==> config.mk <==
export PLATFORM = sky130hd
export DESIGN_NAME = asr_router
export DESIGN_NICKNAME = d
export VERILOG_FILES = /design/src/include/asr_pkg.sv /design/src/verilog/asr_router.sv
export SDC_FILE = /design/constraint.sdc
export NUM_CORES = 1
export LEC_CHECK = 0
export CAP_MARGIN = 30
export CORE_ASPECT_RATIO = 1.4
export CORE_MARGIN = 10
export CORE_UTILIZATION = 69
export CTS_CLUSTER_DIAMETER = 120
export DETAILED_ROUTE_END_ITERATION = 12
export DONT_BUFFER_PORTS = 1
export PLACE_DENSITY = 0.85
export SLEW_MARGIN = 20
export SYNTH_ARGS = -nofsm -noshare
export SYNTH_HDL_FRONTEND = slang
export SYNTH_SLANG_ARGS = --single-unit
==> constraint.sdc <==
create_clock -name mclk -period 4.5 [get_ports mclk]
set_input_delay 0.9 -clock mclk [delete_from_list [all_inputs] [get_ports mclk]]
set_output_delay 0.9 -clock mclk [all_outputs]
set_load 0.02 [all_outputs]
==> src/include/asr_pkg.sv <==
// Package for the axis signal router: register map, field layout, types.
package asr_pkg;
  localparam int ASR_AW = 5;
  localparam logic [4:0] ASR_OFF_INTERRUPT_STATUS = 5'h10;
  localparam logic [4:0] ASR_OFF_PGM = 5'h14;
  localparam logic [4:0] ASR_OFF_IRQSEL = 5'h16;
  localparam logic [4:0] ASR_OFF_OUTSEL = 5'h18;
  localparam logic [15:0] ASR_RST_PGM = 16'h0000;
  localparam logic [3:0] ASR_RST_IRQSEL = 4'h0;
  localparam logic [7:0] ASR_RST_OUTSEL = 8'h00;
  localparam logic [15:0] ASR_IRQ_OK_MASK = 16'h9CB0;
  localparam int ASR_FIELD_W = 4;
  localparam int ASR_TYPE_BIT = 3;
  localparam logic [2:0] ASR_CONN_OFF = 3'h0;
  localparam logic [2:0] ASR_CONN_OWN = 3'h1;
  localparam logic [2:0] ASR_CONN_SWX = 3'h2;
  localparam logic [2:0] ASR_CONN_SWY = 3'h3;
  localparam logic [2:0] ASR_CONN_FIX = 3'h4;
  typedef struct packed {
    logic plus;
    logic minus;
  } asr_pulse_t;
  typedef enum logic [1:0] {
    ASR_BUS_IDLE = 2'h1,
    ASR_BUS_ACK = 2'h2
  } asr_bus_st_t;
endpackage

==> src/verilog/asr_router.sv <==
// Axis pulse router, interrupt line select and shared output pin mux.
//
// The Avalon-MM interface to the registers was chosen for this implementation.
`timescale 1ns/1ns
module asr_router
  import asr_pkg::*;
#(
  parameter int AXES = 4
) (
  input wire logic mclk,
  input wire logic sys_rst,
  input wire logic [ASR_AW-1:0] avs_address,
  input wire logic avs_read,
  input wire logic avs_write,
  input wire logic [31:0] avs_writedata,
  output logic [31:0] avs_readdata,
  output logic avs_waitrequest,
  input wire asr_pulse_t [AXES-1:0] ext_pulse_pair,
  input wire logic axis_pick_hi,
  input wire logic axis_pick_lo,
  input wire logic irq_event,
  input wire logic [AXES-1:0] gen_output_six,
  input wire logic [AXES-1:0] gen_output_two,
  input wire logic [AXES-1:0] gen_output_seven,
  input wire logic [AXES-1:0] gen_output_three,
  output asr_pulse_t [AXES-1:0] axis_drive,
  output logic [AXES-1:0] axis_handwheel,
  output logic [AXES-1:0] shared_pin_a,
  output logic [AXES-1:0] shared_pin_b,
  output logic [15:0] host_irq
);
  if (AXES != 4) begin : g_chk
    $error("asr_router serves exactly four axes");
  end

  asr_bus_st_t bus_q, bus_d;
  logic [31:0] rdata_q, rdata_d;
  logic [15:0] pulse_gen_mode_word_q, pulse_gen_mode_word_d;
  logic [3:0] irq_line_select_q, irq_line_select_d;
  logic [7:0] output_pin_select_q, output_pin_select_d;
  logic irq_flag_q, irq_flag_d;
  logic wait_q, wait_d;
  logic wr_fire, rd_fire;

  // Each access is answered one cycle after it is first presented.
  assign wr_fire = (bus_q == ASR_BUS_ACK) && avs_write;
  assign rd_fire = (bus_q == ASR_BUS_ACK) && avs_read;

  always_comb begin
    bus_d = bus_q;
    rdata_d = rdata_q;
    pulse_gen_mode_word_d = pulse_gen_mode_word_q;
    irq_line_select_d = irq_line_select_q;
    output_pin_select_d = output_pin_select_q;
    irq_flag_d = irq_flag_q;
    case (bus_q)
      ASR_BUS_IDLE: begin
        if (avs_read || avs_write) begin
          bus_d = ASR_BUS_ACK;
        end
        rdata_d = '0;
        case (avs_address)
          ASR_OFF_INTERRUPT_STATUS: rdata_d[0] = irq_flag_q;
          ASR_OFF_PGM: rdata_d[15:0] = pulse_gen_mode_word_q;
          ASR_OFF_IRQSEL: rdata_d[3:0] = irq_line_select_q;
          ASR_OFF_OUTSEL: rdata_d[7:0] = output_pin_select_q;
          default: rdata_d = '0;
        endcase
      end
      ASR_BUS_ACK: begin
        bus_d = ASR_BUS_IDLE;
      end
      default: bus_d = ASR_BUS_IDLE;
    endcase
    if (wr_fire) begin
      case (avs_address)
        ASR_OFF_INTERRUPT_STATUS: irq_flag_d = 1'b0;
        ASR_OFF_PGM: pulse_gen_mode_word_d = avs_writedata[15:0];
        ASR_OFF_IRQSEL: irq_line_select_d = avs_writedata[3:0];
        ASR_OFF_OUTSEL: output_pin_select_d = avs_writedata[7:0];
        default: ;
      endcase
    end
    // A new event in the clearing cycle wins, so none is lost.
    if (irq_event) begin
      irq_flag_d = 1'b1;
    end
    // Waitrequest is a flop of its own so the pin never glitches.
    wait_d = (bus_d != ASR_BUS_ACK);
  end

  always_ff @(posedge mclk) begin
    if (sys_rst) begin
      bus_q <= ASR_BUS_IDLE;
      rdata_q <= '0;
      pulse_gen_mode_word_q <= ASR_RST_PGM;
      irq_line_select_q <= ASR_RST_IRQSEL;
      output_pin_select_q <= ASR_RST_OUTSEL;
      irq_flag_q <= 1'b0;
      wait_q <= 1'b1;
    end else begin
      wait_q <= wait_d;
      bus_q <= bus_d;
      rdata_q <= rdata_d;
      pulse_gen_mode_word_q <= pulse_gen_mode_word_d;
      irq_line_select_q <= irq_line_select_d;
      output_pin_select_q <= output_pin_select_d;
      irq_flag_q <= irq_flag_d;
    end
  end

  assign avs_readdata = rdata_q;
  // Waitrequest is high except in the answering cycle; idle high is legal.
  assign avs_waitrequest = wait_q;

  // Routing: per target axis, collect contributions from all fields.
  logic [1:0] pick;
  asr_pulse_t [AXES-1:0] drive_d, drive_q;
  logic [AXES-1:0] hw_d, hw_q, pin_a_d, pin_a_q, pin_b_d, pin_b_q;
  logic [15:0] irq_d, irq_q;

  assign pick = {axis_pick_hi, axis_pick_lo};

  always_comb begin
    logic [2:0] conn;
    drive_d = '0;
    hw_d = '0;
    conn = '0;
    for (int src = 0; src < AXES; src++) begin
      conn = pulse_gen_mode_word_q[src*ASR_FIELD_W +: 3];
      if (conn == ASR_CONN_OWN) begin
        drive_d[src] = drive_d[src] | ext_pulse_pair[src];
        hw_d[src] = pulse_gen_mode_word_q[src*ASR_FIELD_W+ASR_TYPE_BIT];
      end else if (conn == ASR_CONN_SWX) begin
        drive_d[pick] = drive_d[pick] | ext_pulse_pair[0];
        hw_d[pick] = pulse_gen_mode_word_q[src*ASR_FIELD_W+ASR_TYPE_BIT];
      end else if (conn == ASR_CONN_SWY) begin
        drive_d[pick] = drive_d[pick] | ext_pulse_pair[1];
        hw_d[pick] = pulse_gen_mode_word_q[src*ASR_FIELD_W+ASR_TYPE_BIT];
      end else if (conn[2]) begin
        drive_d[src] = drive_d[src] | ext_pulse_pair[conn[1:0]];
        hw_d[src] = pulse_gen_mode_word_q[src*ASR_FIELD_W+ASR_TYPE_BIT];
      end
    end
    for (int a = 0; a < AXES; a++) begin
      pin_a_d[a] = output_pin_select_q[2*a] ? gen_output_two[a]
                                            : gen_output_six[a];
      pin_b_d[a] = output_pin_select_q[2*a+1] ? gen_output_three[a]
                                              : gen_output_seven[a];
    end
    irq_d = '0;
    if (ASR_IRQ_OK_MASK[irq_line_select_q]) begin
      irq_d[irq_line_select_q] = irq_flag_q;
    end
  end

  always_ff @(posedge mclk) begin
    if (sys_rst) begin
      drive_q <= '0;
      hw_q <= '0;
      pin_a_q <= '0;
      pin_b_q <= '0;
      irq_q <= '0;
    end else begin
      drive_q <= drive_d;
      hw_q <= hw_d;
      pin_a_q <= pin_a_d;
      pin_b_q <= pin_b_d;
      irq_q <= irq_d;
    end
  end

  assign axis_drive = drive_q;
  assign axis_handwheel = hw_q;
  assign shared_pin_a = pin_a_q;
  assign shared_pin_b = pin_b_q;
  assign host_irq = irq_q;
endmodule

==> results of run 1 <==
-- power by group --
group	leakage [nW]	total [mW]	internal [mW]	switching (mW)
Sequential	0.689	0.790	0.766	0.0243
Combinational	0.904	0.0928	0.0320	0.0608
Clock	0.101	0.538	0.218	0.320
Total	1.69	1.42	1.02	0.405
-- sequential cells by signal (all words and copies together) (netlist names), 4 cells and up, named ones only --
| signal | cells |
|---|---|
| avs_readdata | 16 |
| axis_drive | 8 |
| axis_handwheel | 4 |
| host_irq | 16 |
| irq_line_select_q | 4 |
| output_pin_select_q | 8 |
| pulse_gen_mode_word_q | 16 |
| shared_pin_a | 4 |
| shared_pin_b | 4 |
-- path summary, 6_finish.rpt --
kind,end,depth (start not counted),start
min reg2reg,pulse_gen_mode_word_q[3],2,pulse_gen_mode_word_q[3]
min,pulse_gen_mode_word_q[3],2,pulse_gen_mode_word_q[3]
max,axis_drive[4],8,pulse_gen_mode_word_q[0]
max reg2reg,axis_drive[4],8,pulse_gen_mode_word_q[0]
-- per-stage QoR --
step / util / cell area [sq um] / setup WS, ns / hold slack (ns) / instances
3_3_place_gp: 0.686 / 4730 / 1.34 / 0.497 / 658
6_report: 0.716 / 4930 / 1.63 / 0.538 / 674
3_5_place_dp: 0.686 / 4730 / 1.34 / 0.511 / 658
2_1_floorplan: - / 4900 / 1.76 / 0.469 / 620
5_1_grt: 0.716 / 4930 / 1.45 / 0.555 / 674
4_1_cts: 0.716 / 4930 / 1.71 / 0.525 / 674
-- cells in the mapped netlist (3+ instances only) --
library cell | number | share of area
a211oi_1 | 9 | 0.014
nand3_1 | 17 | 0.018
a31oi_1 | 6 | 0.0077
a221oi_1 | 6 | 0.011
a21oi_2 | 3 | 0.0054
dfxtp_1 | 85 | 0.35
nand2_1 | 75 | 0.058
o21ai_1 | 5 | 0.0052
buf_2 | 8 | 0.0083
o211ai_1 | 7 | 0.011
nand4b_1 | 4 | 0.0072
mux2_2 | 6 | 0.014
and2_1 | 6 | 0.0077
and3b_1 | 3 | 0.0054
clkbuf_1 | 30 | 0.023
buf_4 | 19 | 0.029
nor2b_1 | 10 | 0.013
nor3_1 | 17 | 0.018
a222oi_1 | 3 | 0.0062
nand4_1 | 4 | 0.0052
a211o_1 | 3 | 0.0054
o21ai_0 | 20 | 0.021
nor3b_1 | 3 | 0.0046
a21oi_1 | 46 | 0.048
nand3b_1 | 6 | 0.0093
and3_1 | 3 | 0.0039
inv_1 | 10 | 0.0077
mux4_2 | 5 | 0.023
mux2i_1 | 22 | 0.045
nor4_1 | 3 | 0.0039
o22ai_1 | 6 | 0.0077
o41ai_1 | 4 | 0.0072
nand2b_1 | 16 | 0.021
nor2_1 | 76 | 0.059
a32oi_1 | 3 | 0.0054
-- metal layers --
layer / GRT usage / wire length (um) / vias to the layer above
li1: - / - / 2080
met3: 0.0761 / 1180 / 72
met1: 0.252 / 5050 / 2124
met4: 0.175 / 878 / 0
met2: 0.476 / 7690 / 240
met5: 0 / 0 / -
-- logic make-up after synthesis --
group,Yosys count,share of synthesized area
AND/OR/NAND/NOR,266,0.280
AO/OA/AOI/OAI,147,0.206
flip-flops,85,0.351
buffers and inverters,70,0.0726
multiplexers,34,0.0855
adder cells (fa/ha/maj),1,0.00258
other,1,0.000774
XOR/XNOR,1,0.00181
-- cell type report --
class,count,share of cell area
clock buffer,9,0.0251
clock inverter,7,0.0160
inverter,10,0.00761
multi-input combinational,465,0.578
sequential,85,0.345
tap,95,0.0241
timing repair buffer,3,0.00457
-- worst reg2reg max path, stage by stage, from the launching register on --
cell      delay [ns]
dfxtp_1         0.68
mux2i_1         0.34
nor2_1          0.08
o31a_1          0.27
o311ai_1        0.69
nand2_1         0.09
o21ba_1         0.26
and3b_1         0.22
a311oi_2        0.11
==> results.py, run 1 <==
metrics = {
    "layout": {
        "synthToLayoutAreaGrowth_pct": 1.78,
        "nFillCells": 549,
        "num-nets-final": 643,
        "drive_above_1_share": 0.0950,
        "mostFrequentLayoutCells": "dfxtp_1 (85), nor2_1 (76), nand2_1 (75)",
        "n_antenna_cell": 0,
        "regArea_sq_um": 1700,
        "final_common_cell": "dfxtp_1",
        "multiInputGateArea_sq_um": 2850,
    },
    "clock_network": {
        "clock_sinks": 85,
        "ctsHoldBuffers": 0,
        "clock_latency_ns": 0.38,
        "ctsHtreeMaxLevel": 3,
        "cts_tree": "yes",
        "cts.path.max_buffers": 2,
        "clk_pin_slew_ns": 0.10,
        "post_cts_buffers": 0,
        "cts-root-buf": "clkbuf_8",
        "cts_made_buffers": 9,
        "cts.repair.resized": 0,
    },
    "sta": {
        "tns_ns": 0,
        "fin_crit_ns": 2.87,
        "skew_ns": 0.0143,
        "slew_violations": 0,
        "slew_headroom": 0.444,
        "rsz0062_at_grt": "false",
        "finalCritPeriodShare": 0.637,
        "worst_pin_slew_ns": 0.820,
        "finalHoldViolCount": 0,
        "setup_violations": 0,
        "max_freq_mhz": 349,
    },
    "die": {
        "ios": 137,
        "die-width_um": 90.8,
        "core_area_sq_um": 6890,
        "fp.dieH_um": 119,
        "initial_core_util": 0.703,
        "rows": 36,
        "die_area_sq_um": 10800,
    },
    "placed_design": {
        "dp_hpwl_um": 10900,
        "io_buffers": 0,
        "gp_congestion": 0.975,
    },
    "logic_synthesis": {
        "synth-seq-cells": 85,
        "syn_avg_cell_area_sq_um": 8.01,
        "synthArstFlopShare": 0,
        "netlist_area_sq_um": 4850,
        "synth_warnings": 0,
        "seq_area_frac_synth": 0.351,
        "synthFlopType": "dfxtp_1",
        "synthCells": 605,
        "synthDistinctLibCells": 84,
        "synth_edf_count": 0,
    },
    "global_routing": {
        "grt_pass1_wl_um": 23000,
        "grt-ovfl-total": 0,
        "grt_max_degree": 73,
        "antenna_found_initial": 0,
        "grt_use_total": 0.263,
        "grt_pass1_vias": 4426,
    },
    "worst_setup_path": {
        "cp.arrival_ns": 3.10,
        "critPathMaxStageDelay_ns": 0.69,
        "worstPathCellList": "mux2i_1 > nor2_1 > o31a_1 > o311ai_1 > nand2_1 > o21ba_1 > and3b_1 > a311oi_2",
        "critPathSlowestCell": "o311ai_1",
        "crit_fanout": 13,
        "ff2ff_setup_slack_ns": 1.63,
        "cp.buffers_inverters": 0,
        "start_kind": "flip-flop",
        "crit_family": "compound AO/OA/AOI/OAI gates",
        "crit_required_ns": 4.73,
        "path_class": "reg2reg",
        "worstSetupEndpointType": "flip-flop",
    },
    "routing": {
        "ant_nets": 0,
        "drt_first_pass_iters": 5,
        "routed_wl_um": 14800,
        "vias_per_cell": 6.70,
        "drc": 0,
        "first_iter_violations": 533,
        "vias": 4516,
        "avgRoutedWirePerCell_um": 21.9,
    },
    "outcome": {
        "status": "finished clean",
    },
    "power": {
        "p_leak_nw": 1.69,
        "peakVddDrop_mv": 0.306,
        "power_density_nw_per_um2": 288,
        "fin_total_pwr_mw": 1.42,
    },
    "flow_run": {
        "maxCapViolCount": 0,
    },
    "hold_path": {
        "worstHoldPathType": "reg2reg",
    },
}
Note: power is estimated with default switching activity, not from simulation.
==> run 2, diff against run 1 <==
--- a/config.mk
+++ b/config.mk
@@ -8,11 +8,11 @@
 export CAP_MARGIN = 30
 export CORE_ASPECT_RATIO = 1.4
 export CORE_MARGIN = 10
-export CORE_UTILIZATION = 69
+export CORE_UTILIZATION = 64
 export CTS_CLUSTER_DIAMETER = 120
 export DETAILED_ROUTE_END_ITERATION = 12
 export DONT_BUFFER_PORTS = 1
-export PLACE_DENSITY = 0.85
+export PLACE_DENSITY = 0.8
 export SLEW_MARGIN = 20
 export SYNTH_ARGS = -nofsm -noshare
 export SYNTH_HDL_FRONTEND = slang
==> constraint.sdc (replaced) <==
create_clock -name mclk -period 2.75 [get_ports mclk]
set_input_delay 0.55 -clock mclk [delete_from_list [all_inputs] [get_ports mclk]]
set_output_delay 0.55 -clock mclk [all_outputs]
set_load 0.02 [all_outputs]
==> run 2 against run 1 <==
Worst setup slack got worse by 1.5 ns. Fmax increased by 11%. First-iteration DRC count decreased by 27%. Register-to-register slack got worse by 1.5 ns. Die area increased by 6.3%. Sequential power increased by 63%. Critical path depth increased by 1. Power increased by 69%. Count of clock-buffer cells in the layout unchanged. Critical endpoint unchanged. Core utilization decreased by 2.0 points. Sequential share of layout area decreased by 1.3 points.
==> results.py, run 2 (synthesis results as in run 1) <==
metrics = {
    "layout": {
        "n_antenna_cell": 0,
        "drive_above_1_share": 0.133,
        "stdcell_area_sq_um": 5120,
        "nFillCells": 600,
        "num-nets-final": 667,
        "synthToLayoutAreaGrowth_pct": 5.73,
        "layoutNonFillerInstCount": 700,
        "mostFrequentLayoutCells": "dfxtp_1 (84), nor2_1 (76), nand2_1 (75)",
        "postLayoutCoreUtil": 0.696,
        "final_common_cell": "dfxtp_1",
    },
    "power": {
        "p_sw_frac": 0.270,
        "peakVddDrop_mv": 0.459,
        "internal-power_mw": 1.76,
        "pwr-share-clk": 0.395,
        "p_leak_nw": 1.82,
        "fin_total_pwr_mw": 2.40,
        "power_density_nw_per_um2": 469,
        "p_seq_frac": 0.538,
        "power_switching_mw": 0.649,
        "p_comb_frac": 0.067,
    },
    "sta": {
        "skew_ns": 0.00904,
        "rsz0062_at_grt": "false",
        "slew_headroom": 0.556,
        "slew_violations": 0,
        "tns_ns": 0,
        "fin_crit_ns": 2.59,
        "worst_pin_slew_ns": 0.664,
        "max_freq_mhz": 387,
        "finalCritPeriodShare": 0.940,
        "setup_violations": 0,
        "finalHoldViolCount": 0,
    },
    "routing": {
        "first_iter_violations": 391,
        "vias_per_cell": 6.56,
        "drt_first_pass_iters": 5,
        "routed_wl_um": 15100,
        "ant_nets": 0,
        "drc": 0,
        "vias": 4591,
        "avgRoutedWirePerCell_um": 21.5,
    },
    "die": {
        "rows": 37,
        "ios": 137,
        "fp.dieH_um": 123,
        "die-width_um": 93.5,
        "die_area_sq_um": 11500,
        "initial_core_util": 0.658,
        "core_area_sq_um": 7360,
    },
    "hold_path": {
        "worstHoldPathType": "in2reg",
    },
    "clock_network": {
        "cts.repair.resized": 0,
        "clock_sinks": 85,
        "cts-root-buf": "clkbuf_8",
        "clk_pin_slew_ns": 0.10,
        "post_cts_buffers": 0,
        "cts_tree": "yes",
        "ctsHoldBuffers": 0,
        "cts.path.max_buffers": 2,
        "cts_made_buffers": 9,
        "ctsHtreeMaxLevel": 3,
        "clock_latency_ns": 0.36,
    },
    "worst_setup_path": {
        "worstSetupEndpointType": "flip-flop",
        "start_kind": "flip-flop",
        "path_class": "reg2reg",
        "cp.arrival_ns": 2.83,
        "crit_fanout": 15,
        "crit_required_ns": 2.99,
    },
    "placed_design": {
        "post_dp_cell_area_sq_um": 4910,
        "gp_congestion": 0.989,
        "io_buffers": 0,
        "placed_cells": 684,
        "dp_hpwl_um": 11500,
    },
    "global_routing": {
        "antenna_found_initial": 0,
        "gr-usage-met3": 0.0788,
        "grt_pass1_wl_um": 23900,
        "grt-ovfl-total": 0,
        "gr-max-usage-layer": "met2",
        "grt_max_degree": 73,
        "grt_pass1_vias": 4798,
        "use_met2": 0.459,
        "grt_use_total": 0.261,
        "grtUsageMet1": 0.256,
    },
    "outcome": {
        "status": "finished clean",
    },
    "flow_run": {
        "maxCapViolCount": 0,
    },
}
## run 2: changes by cell type in the layout (fill, tap and decap cells not counted), sizes merged
cell | before | now
buf | 3 | 27
clkinvlp | 0 | 1
clkinv | 5 | 0
inv | 12 | 15
bufinv | 0 | 1
## run 2: final timing paths
check                            from                  endpoint  slack (ns)  cells after the start
max          pulse_gen_mode_word_q[2]             axis_drive[4]        0.16                      9
min reg2reg  pulse_gen_mode_word_q[7]  pulse_gen_mode_word_q[7]        0.53                      2
min                           sys_rst          avs_readdata[12]        0.25                      1
max reg2reg  pulse_gen_mode_word_q[2]             axis_drive[4]        0.16                      9
## run 2: final cells by class
class,instances,area (sq um),area share
tap,97,121,0.0237
inverter,10,37.5,0.00733
sequential,85,1700,0.332
timing repair buffer,27,203,0.0396
clock buffer,9,124,0.0242
clock inverter,7,86.3,0.0168
multi-input combinational,465,2850,0.556
## run 2: worst max-delay path, stage by stage, from the launching register on
cell      delay, ns
dfxtp_1        0.65
or3b_1         0.21
a21boi_2       0.08
o31a_1         0.31
o311ai_1       0.39
buf_4          0.20
nand2_1        0.05
o21ba_1        0.23
and3b_1        0.23
a311oi_2       0.11
## run 2: through the flow
step,setup WS (ns),hold WS (ns)
after floorplan,0.359,0.469
after global placement,0.251,0.500
after detailed placement,0.186,0.513
after CTS,0.172,0.233
after global routing,0.0191,0.226
final,0.164,0.250
## run 2: power groups by stage
stage | Sequential, mW | Clock [mW] | Combinational (mW)
4_1_cts | 1.29 | 0.961 | 0.159
3_3_place_gp | 1.32 | 0 | 0.152
3_5_place_dp | 1.32 | 0 | 0.158
5_1_grt | 1.30 | 1.01 | 0.177
2_1_floorplan | 1.32 | 0 | 0.165
6_report | 1.29 | 0.950 | 0.162
## run 2: layer usage
metal | wire, um | part of all wire
met2 | 7770 | 0.52
met3 | 1310 | 0.087
met5 | 0 | 0
met4 | 908 | 0.060
met1 | 5090 | 0.34
